<file path="config.mk">
export PLATFORM = sky130hd
export DESIGN_NAME = asrc_host
export DESIGN_NICKNAME = d
export VERILOG_FILES = /design/src/shared/asrc_pkg.sv /design/src/verilog/asrc_sync.sv /design/src/verilog/asrc_host.sv
export VERILOG_INCLUDE_DIRS = /design/src /design/src/shared
export SDC_FILE = /design/constraint.sdc
export NUM_CORES = 1
export LEC_CHECK = 0
export BUFFER_PORTS_ARGS = -buffer_cell sky130_fd_sc_hd__buf_2
export CAP_MARGIN = 40
export CORE_MARGIN = 3
export CORE_UTILIZATION = 55
export CTS_BUF_LIST = sky130_fd_sc_hd__clkbuf_2
export DETAILED_ROUTE_END_ITERATION = 12
export GPL_TIMING_DRIVEN = 0
export PLACE_DENSITY_LB_ADDON = 0.15
export REMOVE_ABC_BUFFERS = 1
export SLEW_MARGIN = 10
export SYNTH_ARGS = -nofsm -noshare
export SYNTH_HDL_FRONTEND = slang
export SYNTH_SLANG_ARGS = --single-unit
</file>
<file path="constraint.sdc">
create_clock -name mclk_i -period 4.86 [get_ports mclk_i]
set_clock_uncertainty 0.15 [all_clocks]
set_input_delay 0.243 -clock mclk_i [delete_from_list [all_inputs] [get_ports mclk_i]]
set_output_delay 0.243 -clock mclk_i [all_outputs]
set_load 0.005 [all_outputs]
</file>
<file path="src/shared/asrc_map.svh">
// timing, width and encoding constants for the async sram host controller
`ifndef ASRC_MAP_SVH
`define ASRC_MAP_SVH
`define ASRC_CLK_PS 5000
`define ASRC_ADDR_W 10
`define ASRC_DATA_W 4
// speed grade selects: 0 fastest, 1 middle, 2 slowest
`define ASRC_GRADE_FAST 2'h0
`define ASRC_GRADE_MID 2'h1
`define ASRC_GRADE_SLOW 2'h2
// read access / read cycle, ns per grade
`define ASRC_ACCESS_NS_G0 25
`define ASRC_ACCESS_NS_G1 35
`define ASRC_ACCESS_NS_G2 45
// write cycle and select-to-end, ns per grade
`define ASRC_WCYC_NS_G0 20
`define ASRC_WCYC_NS_G1 30
`define ASRC_WCYC_NS_G2 40
// write strobe width and data setup, ns per grade
`define ASRC_WPULSE_NS_G0 15
`define ASRC_WPULSE_NS_G1 20
`define ASRC_WPULSE_NS_G2 25
// write-to-float (device drive release) worst case, ns per grade
`define ASRC_WFLOAT_NS_G0 15
`define ASRC_WFLOAT_NS_G1 20
`define ASRC_WFLOAT_NS_G2 20
// deselect-to-float worst case, ns per grade
`define ASRC_DFLOAT_NS_G0 15
`define ASRC_DFLOAT_NS_G1 20
`define ASRC_DFLOAT_NS_G2 20
// deselect to standby current, ns
`define ASRC_STBY_NS 30
// least cycles from time in ns, rounded up, at least one
`define ASRC_CYC(ns) ((((ns) * 1000 + `ASRC_CLK_PS - 1) / `ASRC_CLK_PS) \
    < 1 ? 1 : (((ns) * 1000 + `ASRC_CLK_PS - 1) / `ASRC_CLK_PS))
`define ASRC_CNT_W 4
`endif

</file>
<file path="src/shared/asrc_pkg.sv">
// types for the async sram host controller
package asrc_pkg;
    typedef enum logic [2:0] {
        ASRC_IDLE,
        ASRC_READ,
        ASRC_WR_SETUP,
        ASRC_WR_STROBE,
        ASRC_WR_RECOV,
        ASRC_DESEL
    } asrc_state_t;
endpackage

</file>
<file path="src/verilog/asrc_sync.sv">
// two flip-flop synchroniser for the shared data lines
`timescale 1ns/1ps
`include "asrc_map.svh"
module asrc_sync #(
    parameter int WIDTH = `ASRC_DATA_W
) (
    input wire logic mclk_i,
    input wire logic nrst_i,
    input wire logic [WIDTH-1:0] d_i,
    output logic [WIDTH-1:0] q_o
);
    logic [WIDTH-1:0] meta_ff;
    logic [WIDTH-1:0] sync_ff;

    // ---------------------------------------------------------------
    // per-bit double flop
    // ---------------------------------------------------------------
    genvar gi;
    generate
        for (gi = 0; gi < WIDTH; gi++) begin : g_bit
            always_ff @(posedge mclk_i or negedge nrst_i) begin
                if (!nrst_i) begin
                    meta_ff[gi] <= 1'b0;
                    sync_ff[gi] <= 1'b0;
                end else begin
                    meta_ff[gi] <= d_i[gi];
                    sync_ff[gi] <= meta_ff[gi];
                end
            end
        end
    endgenerate

    assign q_o = sync_ff;
endmodule

</file>
<file path="src/verilog/asrc_host.sv">
// host-side controller driving a 1k x 4 asynchronous static ram
// ---------------------------------------------------------------
// Notes on behaviour
// - write strobe stays high through every read cycle
// - write cycle 20/30/40 ns, strobe low 15/20/25 ns
// - select low at least 20/30/40 ns before strobe rises
// - write data valid 15/20/25 ns before strobe rises, zero hold
// - address stable by strobe fall, 20/30/40 ns before rise
// - address changes only while select or strobe is high
// - write spans later falling to first rising of select/strobe
// - host drives data only after write-to-float time passes
// ---------------------------------------------------------------
`timescale 1ns/1ps
`include "asrc_map.svh"
module asrc_host #(
    parameter logic [1:0] GRADE = `ASRC_GRADE_FAST,
    parameter int AW = `ASRC_ADDR_W,
    parameter int DW = `ASRC_DATA_W
) (
    input wire logic mclk_i,
    input wire logic nrst_i,
    input wire logic req_i,
    input wire logic req_write_i,
    input wire logic [AW-1:0] req_addr_i,
    input wire logic [DW-1:0] req_wdata_i,
    output logic req_ready_o,
    output logic rd_valid_o,
    output logic [DW-1:0] rd_data_o,
    output logic [AW-1:0] word_select_lines_o,
    output logic chip_select_n_o,
    output logic write_strobe_n_o,
    input wire logic [DW-1:0] data_lines_i,
    output logic [DW-1:0] data_lines_o,
    output logic [DW-1:0] data_lines_oe_o
);
    // ---------------------------------------------------------------
    // timing counts per grade
    // ---------------------------------------------------------------
    localparam int ACC_NS = (GRADE == `ASRC_GRADE_FAST) ?
        `ASRC_ACCESS_NS_G0 : (GRADE == `ASRC_GRADE_MID) ?
        `ASRC_ACCESS_NS_G1 : `ASRC_ACCESS_NS_G2;
    localparam int WCYC_NS = (GRADE == `ASRC_GRADE_FAST) ?
        `ASRC_WCYC_NS_G0 : (GRADE == `ASRC_GRADE_MID) ?
        `ASRC_WCYC_NS_G1 : `ASRC_WCYC_NS_G2;
    localparam int WPUL_NS = (GRADE == `ASRC_GRADE_FAST) ?
        `ASRC_WPULSE_NS_G0 : (GRADE == `ASRC_GRADE_MID) ?
        `ASRC_WPULSE_NS_G1 : `ASRC_WPULSE_NS_G2;
    localparam int WFLT_NS = (GRADE == `ASRC_GRADE_FAST) ?
        `ASRC_WFLOAT_NS_G0 : (GRADE == `ASRC_GRADE_MID) ?
        `ASRC_WFLOAT_NS_G1 : `ASRC_WFLOAT_NS_G2;
    localparam int DFLT_NS = (GRADE == `ASRC_GRADE_FAST) ?
        `ASRC_DFLOAT_NS_G0 : (GRADE == `ASRC_GRADE_MID) ?
        `ASRC_DFLOAT_NS_G1 : `ASRC_DFLOAT_NS_G2;
    // read waits access, one margin cycle, then two sync stages;
    // sampling right at the access time would race the data
    localparam int RD_CYC = `ASRC_CYC(ACC_NS) + 3;
    // strobe low long enough for width, data setup, address setup
    localparam int WL_CYC = `ASRC_CYC(WCYC_NS);
    // host drive held off until the device has surely floated
    localparam int WF_CYC = `ASRC_CYC(WFLT_NS);
    localparam int DS_CYC = `ASRC_CYC(DFLT_NS) > `ASRC_CYC(`ASRC_STBY_NS) ?
        `ASRC_CYC(DFLT_NS) : `ASRC_CYC(`ASRC_STBY_NS);
    localparam logic [`ASRC_CNT_W-1:0] RD_N = `ASRC_CNT_W'(RD_CYC - 1);
    localparam logic [`ASRC_CNT_W-1:0] WL_N = `ASRC_CNT_W'(WL_CYC - 1);
    localparam logic [`ASRC_CNT_W-1:0] WF_N = `ASRC_CNT_W'(WF_CYC - 1);
    localparam logic [`ASRC_CNT_W-1:0] DS_N = `ASRC_CNT_W'(DS_CYC - 1);
    localparam logic [`ASRC_CNT_W-1:0] CNT_ZERO = `ASRC_CNT_W'(0);

    asrc_pkg::asrc_state_t state_ff, nxt_state;
    logic [`ASRC_CNT_W-1:0] cnt_ff, nxt_cnt;
    logic [AW-1:0] addr_ff, nxt_addr;
    logic [DW-1:0] wdata_ff, nxt_wdata;
    logic [DW-1:0] rdata_ff, nxt_rdata;
    logic cs_n_ff, nxt_cs_n;
    logic we_n_ff, nxt_we_n;
    logic oe_ff, nxt_oe;
    logic ready_ff, nxt_ready;
    logic rvalid_ff, nxt_rvalid;
    logic [DW-1:0] data_sync;

    // pins are asynchronous to mclk_i
    asrc_sync #(
        .WIDTH(DW)
    ) u_sync (
        .mclk_i(mclk_i),
        .nrst_i(nrst_i),
        .d_i(data_lines_i),
        .q_o(data_sync)
    );

    wire cnt_done = (cnt_ff == CNT_ZERO);
    wire cnt_dec_en = !cnt_done;
    wire [`ASRC_CNT_W-1:0] cnt_dec = cnt_ff - `ASRC_CNT_W'(1);
    wire take_req = ready_ff && req_i;

    // ---------------------------------------------------------------
    // sequencer
    // ---------------------------------------------------------------
    always_comb begin
        nxt_state = state_ff;
        nxt_cnt = cnt_dec_en ? cnt_dec : cnt_ff;
        nxt_addr = addr_ff;
        nxt_wdata = wdata_ff;
        nxt_rdata = rdata_ff;
        nxt_cs_n = cs_n_ff;
        nxt_we_n = we_n_ff;
        nxt_oe = oe_ff;
        nxt_ready = 1'b0;
        nxt_rvalid = 1'b0;
        unique case (state_ff)
            asrc_pkg::ASRC_IDLE: begin
                nxt_ready = !take_req;
                if (take_req) begin
                    nxt_addr = req_addr_i;
                    nxt_wdata = req_wdata_i;
                    // select falls first; strobe later starts write
                    nxt_cs_n = 1'b0;
                    if (req_write_i) begin
                        // wait out device float before driving
                        nxt_state = asrc_pkg::ASRC_WR_SETUP;
                        nxt_cnt = CNT_ZERO;
                    end else begin
                        // strobe high for the whole read
                        nxt_we_n = 1'b1;
                        nxt_state = asrc_pkg::ASRC_READ;
                        nxt_cnt = RD_N;
                    end
                end
            end
            asrc_pkg::ASRC_READ: begin
                // sample only after access time plus sync
                if (cnt_done) begin
                    nxt_rdata = data_sync;
                    nxt_rvalid = 1'b1;
                    nxt_cs_n = 1'b1;
                    nxt_state = asrc_pkg::ASRC_DESEL;
                    nxt_cnt = DS_N;
                end
            end
            asrc_pkg::ASRC_WR_SETUP: begin
                // address already stable as strobe falls
                nxt_we_n = 1'b0;
                nxt_state = asrc_pkg::ASRC_WR_STROBE;
                nxt_cnt = WF_N;
            end
            asrc_pkg::ASRC_WR_STROBE: begin
                // drive data once device has floated
                if (cnt_done && !oe_ff) begin
                    nxt_oe = 1'b1;
                    nxt_cnt = WL_N;
                end else if (cnt_done && oe_ff) begin
                    nxt_we_n = 1'b1;
                    nxt_state = asrc_pkg::ASRC_WR_RECOV;
                end
            end
            asrc_pkg::ASRC_WR_RECOV: begin
                // zero hold; release the lines right after
                nxt_oe = 1'b0;
                nxt_cs_n = 1'b1;
                nxt_state = asrc_pkg::ASRC_DESEL;
                nxt_cnt = DS_N;
            end
            asrc_pkg::ASRC_DESEL: begin
                // let device float before next cycle
                if (cnt_done) begin
                    nxt_state = asrc_pkg::ASRC_IDLE;
                    nxt_ready = 1'b1;
                end
            end
        endcase
    end

    // ---------------------------------------------------------------
    // registers
    // ---------------------------------------------------------------
    always_ff @(posedge mclk_i or negedge nrst_i) begin
        if (!nrst_i) begin
            state_ff <= asrc_pkg::ASRC_IDLE;
            cnt_ff <= CNT_ZERO;
            addr_ff <= '0;
            wdata_ff <= '0;
            rdata_ff <= '0;
            cs_n_ff <= 1'b1;
            we_n_ff <= 1'b1;
            oe_ff <= 1'b0;
            ready_ff <= 1'b0;
            rvalid_ff <= 1'b0;
        end else begin
            state_ff <= nxt_state;
            cnt_ff <= nxt_cnt;
            addr_ff <= nxt_addr;
            wdata_ff <= nxt_wdata;
            rdata_ff <= nxt_rdata;
            cs_n_ff <= nxt_cs_n;
            we_n_ff <= nxt_we_n;
            oe_ff <= nxt_oe;
            ready_ff <= nxt_ready;
            rvalid_ff <= nxt_rvalid;
        end
    end

    assign word_select_lines_o = addr_ff;
    assign chip_select_n_o = cs_n_ff;
    assign write_strobe_n_o = we_n_ff;
    assign data_lines_o = wdata_ff;
    assign data_lines_oe_o = {DW{oe_ff}};
    assign req_ready_o = ready_ff;
    assign rd_valid_o = rvalid_ff;
    assign rd_data_o = rdata_ff;
endmodule

</file>
==> metrics <==
critical path capture point word_select_lines_o[3]$_DFFE_PN0P_; #FFs+latches synth 38; standard-cell rows 19; Pleak ~1.0 nW; final wirelength about 3.5 mm; via count of the routed design approximately 1300; first-pass GRT wire length between 5 and 6 mm; first-pass iteration count of the detailed router 4; slowest CP cell dfrtp_1; final worst setup slack 2.54 ns; CP endpoint kind flop; WHS 0.0269 ns; slowest stage delay, CP roughly 0.68 ns; post-synthesis xor/xnor area fraction 0.00524; post-synthesis cell count about 140; Worst Path Arrival between 2 and 2.5 ns; Slew @ Worst Pin 0.793 ns; Syn-to-layout area delta 29.8%; Hold/Removal Path Class primary input to flop; simple-gate portion of the synthesized area 0.137; Req. time, crit path 5.01 ns; Avg Cell Area, Syn roughly 12 sq um; clock slew at reported path FFs between 0.15 and 0.2 ns; power per standard cell area ~600 nW/um^2; Fmax 431 MHz; pin count of the biggest net entering global routing 39; Routed Antenna Nets 0; Die ar. approximately 3700 sq um; Compound-Gate Fraction of Synth Area 0.0944; R2R depth 3; Placer Congestion about 0.79; vias in the first global route about 1300; fillers roughly 180; Crit Path Category flop to flop; number of max-cap violations 0; worst-path cell chain nor3_1, nand3_1, mux2_2; worst vdd ir between 0.0004 and 0.0005 V; clock tree from TritonCTS done; placed cells 208; Core Util, Final 0.766; Die Wd roughly 60 microns; ys flop type dfrtp_1; final setup fails 0; Sum Neg Setup Slack 0 ns; Post-synth EDFFs 0; top cell type's share of synthesized area 0.539; top cells by area, synth dfrtp_1 54%, mux2_2 9.4%, a21oi_1 3.9%; initial drt markers 23; sequential area share after synthesis 0.571; fin crit share 0.478; Async SR Flop Fraction 1.00; mux contribution to synthesized area 0.136; Port Buffers 47; Max Slew Vio Count 0; CP Launch Type flop; Setup Buffers After CTS 0; Worst Setup Slack post-DPL around 2.5 ns; fin cells around 240; clock sinks 38; H-tree depth 2; CTS Buf Count 5; drt drc 0; status complete, no violations; I/O pins between 40 and 50; most common cell in the synthesized netlist dfrtp_1; Synth area leader dfrtp_1; RSZ-0062 raised after global routing false; n_diodes 0; core area 2830 sq um; crit path from state_ff[1]$_DFFE_PN0P_; adder and majority cell fraction of the synthesized area 0.0135; Yosys cell types 33; R2R Setup Slk ~2.5 ns; clk_lat worst skew between 0.3 and 0.4 ns; post-DP HPWL 2.20 mm; fin nets between 200 and 250; Worst Path Max Fanout 19; Period minus WS final 2.32 ns; Initial Util 0.590; share of layout cells above drive strength 1 0.382; Die Y approximately 60 microns; wire per inst ~15 microns; commonest cells in the netlist 36 x dfrtp_1, 14 x mux2_2, 13 x a21oi_1, 8 x nor2_1, 8 x o21ai_0; CTS Buffer Depth 2; grt ovf 0; R2R Path End word_select_lines_o[3]$_DFFE_PN0P_; Root Buffer clkbuf_2; largest family of logic cells by synthesized area simple AND/OR/NAND/NOR gates; Slew headroom 0.471; Vias/cell around 5.4; reg2reg start state_ff[1]$_DFFE_PN0P_; warnings from Yosys 0; initial antenna violation count 0; Fin. Hold Viols 0; Synth Cell Area about 1700 sq um; gr usage total 0.213
-- cells in the final DEF, fill, tap and decap left out, types with 2 or more instances in the layout --
| master | count |
|---|---|
| clkbuf_2 | 5 |
| a211oi_1 | 3 |
| nor3b_1 | 2 |
| mux2_2 | 14 |
| a21oi_1 | 13 |
| nor3_1 | 5 |
| inv_1 | 3 |
| o21ai_0 | 8 |
| nor2_1 | 8 |
| or3_1 | 2 |
| buf_2 | 47 |
| bufinv_16 | 2 |
| mux2_4 | 4 |
| nand2_1 | 6 |
| dfstp_2 | 2 |
| a21o_1 | 2 |
| or4_1 | 2 |
| dfrtp_1 | 36 |
| dlygate4sd3_1 | 19 |
| nand3_1 | 6 |
-- power breakdown --
group          leakage, nW  switching [W]  internal [W]
Combinational        0.531       0.000217      0.000273
Clock               0.0532       0.000108      0.000139
Sequential           0.460       0.000118      0.000444
-- state kept, by name, summed over array words and instances (netlist names) --
| signal | flops |
|---|---|
| u_sync.q_o | 4 |
| req_ready_o | 1 |
| rd_data_o | 4 |
| state_ff | 3 |
| word_select_lines_o | 10 |
| chip_select_n_o | 1 |
| u_sync.meta_ff | 4 |
| oe_ff | 1 |
| write_strobe_n_o | 1 |
| cnt_ff | 4 |
| rd_valid_o | 1 |
| data_lines_o | 4 |
-- worst min path at each step --
stage,from,end,cells past startpoint
floorplan,nrst_i,cnt_ff[0]$_DFF_PN0_,0
CTS,req_write_i,state_ff[1]$_DFFE_PN0P_,3
global route,req_write_i,state_ff[1]$_DFFE_PN0P_,3
detailed placement,u_sync.meta_ff[1]$_DFF_PN0_,u_sync.q_o[1]$_DFF_PN0_,0
finish,req_write_i,state_ff[1]$_DFFE_PN0P_,3
global placement,u_sync.meta_ff[3]$_DFF_PN0_,u_sync.q_o[3]$_DFF_PN0_,0
-- cell families after synthesis --
| group | count (synthesis) |
|---|---|
| simple gates | 39 |
| buf+inv | 14 |
| flops | 38 |
| mux | 19 |
| compound gates | 28 |
| fa+ha+maj | 2 |
| xor+xnor | 1 |
-- through the flow --
step                      power [W]  cell area [sq um]
after floorplan            0.000851               1610
after global placement      0.00102               1880
after detailed placement    0.00104               1880
after CTS                   0.00130               2170
after global routing        0.00140               2170
final                       0.00130               2170
-- cell type report --
type	instances	area [sq um]	share of cell area
tap	31	38.8	0.0179
sequential	38	953	0.440
multi-input combinational	89	646	0.298
clock buffer	5	25.0	0.0115
clock inverter	3	68.8	0.0317
inverter	3	11.3	0.00519
timing repair buffer	66	425	0.196
-- worst max-delay path, delay by kind of cell, from the launching register on --
family           cells  cell delay, ns
DFF                  1            0.68
muxes                1            0.48
and+or+nand+nor      2            0.91
-- per-layer routing --
| metal | global-route usage | vias to the layer above | share of wire | wire length (microns) |
|---|---|---|---|---|
| li1 | - | 614 | - | - |
| met1 | 0.242 | 599 | 0.39 | 1370 |
| met2 | 0.356 | 45 | 0.53 | 1840 |
| met3 | 0.0755 | 7 | 0.057 | 200 |
| met4 | 0.105 | 0 | 0.021 | 72 |
| met5 | 0 | - | 0 | 0 |
-- timing repair --
item | in CTS | in global routing
hold buffers | 19 | 0
endpoints found under the setup margin | 0 | 0
gates resized for setup | 0 | 0
endpoints found under the hold margin | 54 | 0
Note: power is estimated with default switching activity, not from simulation.
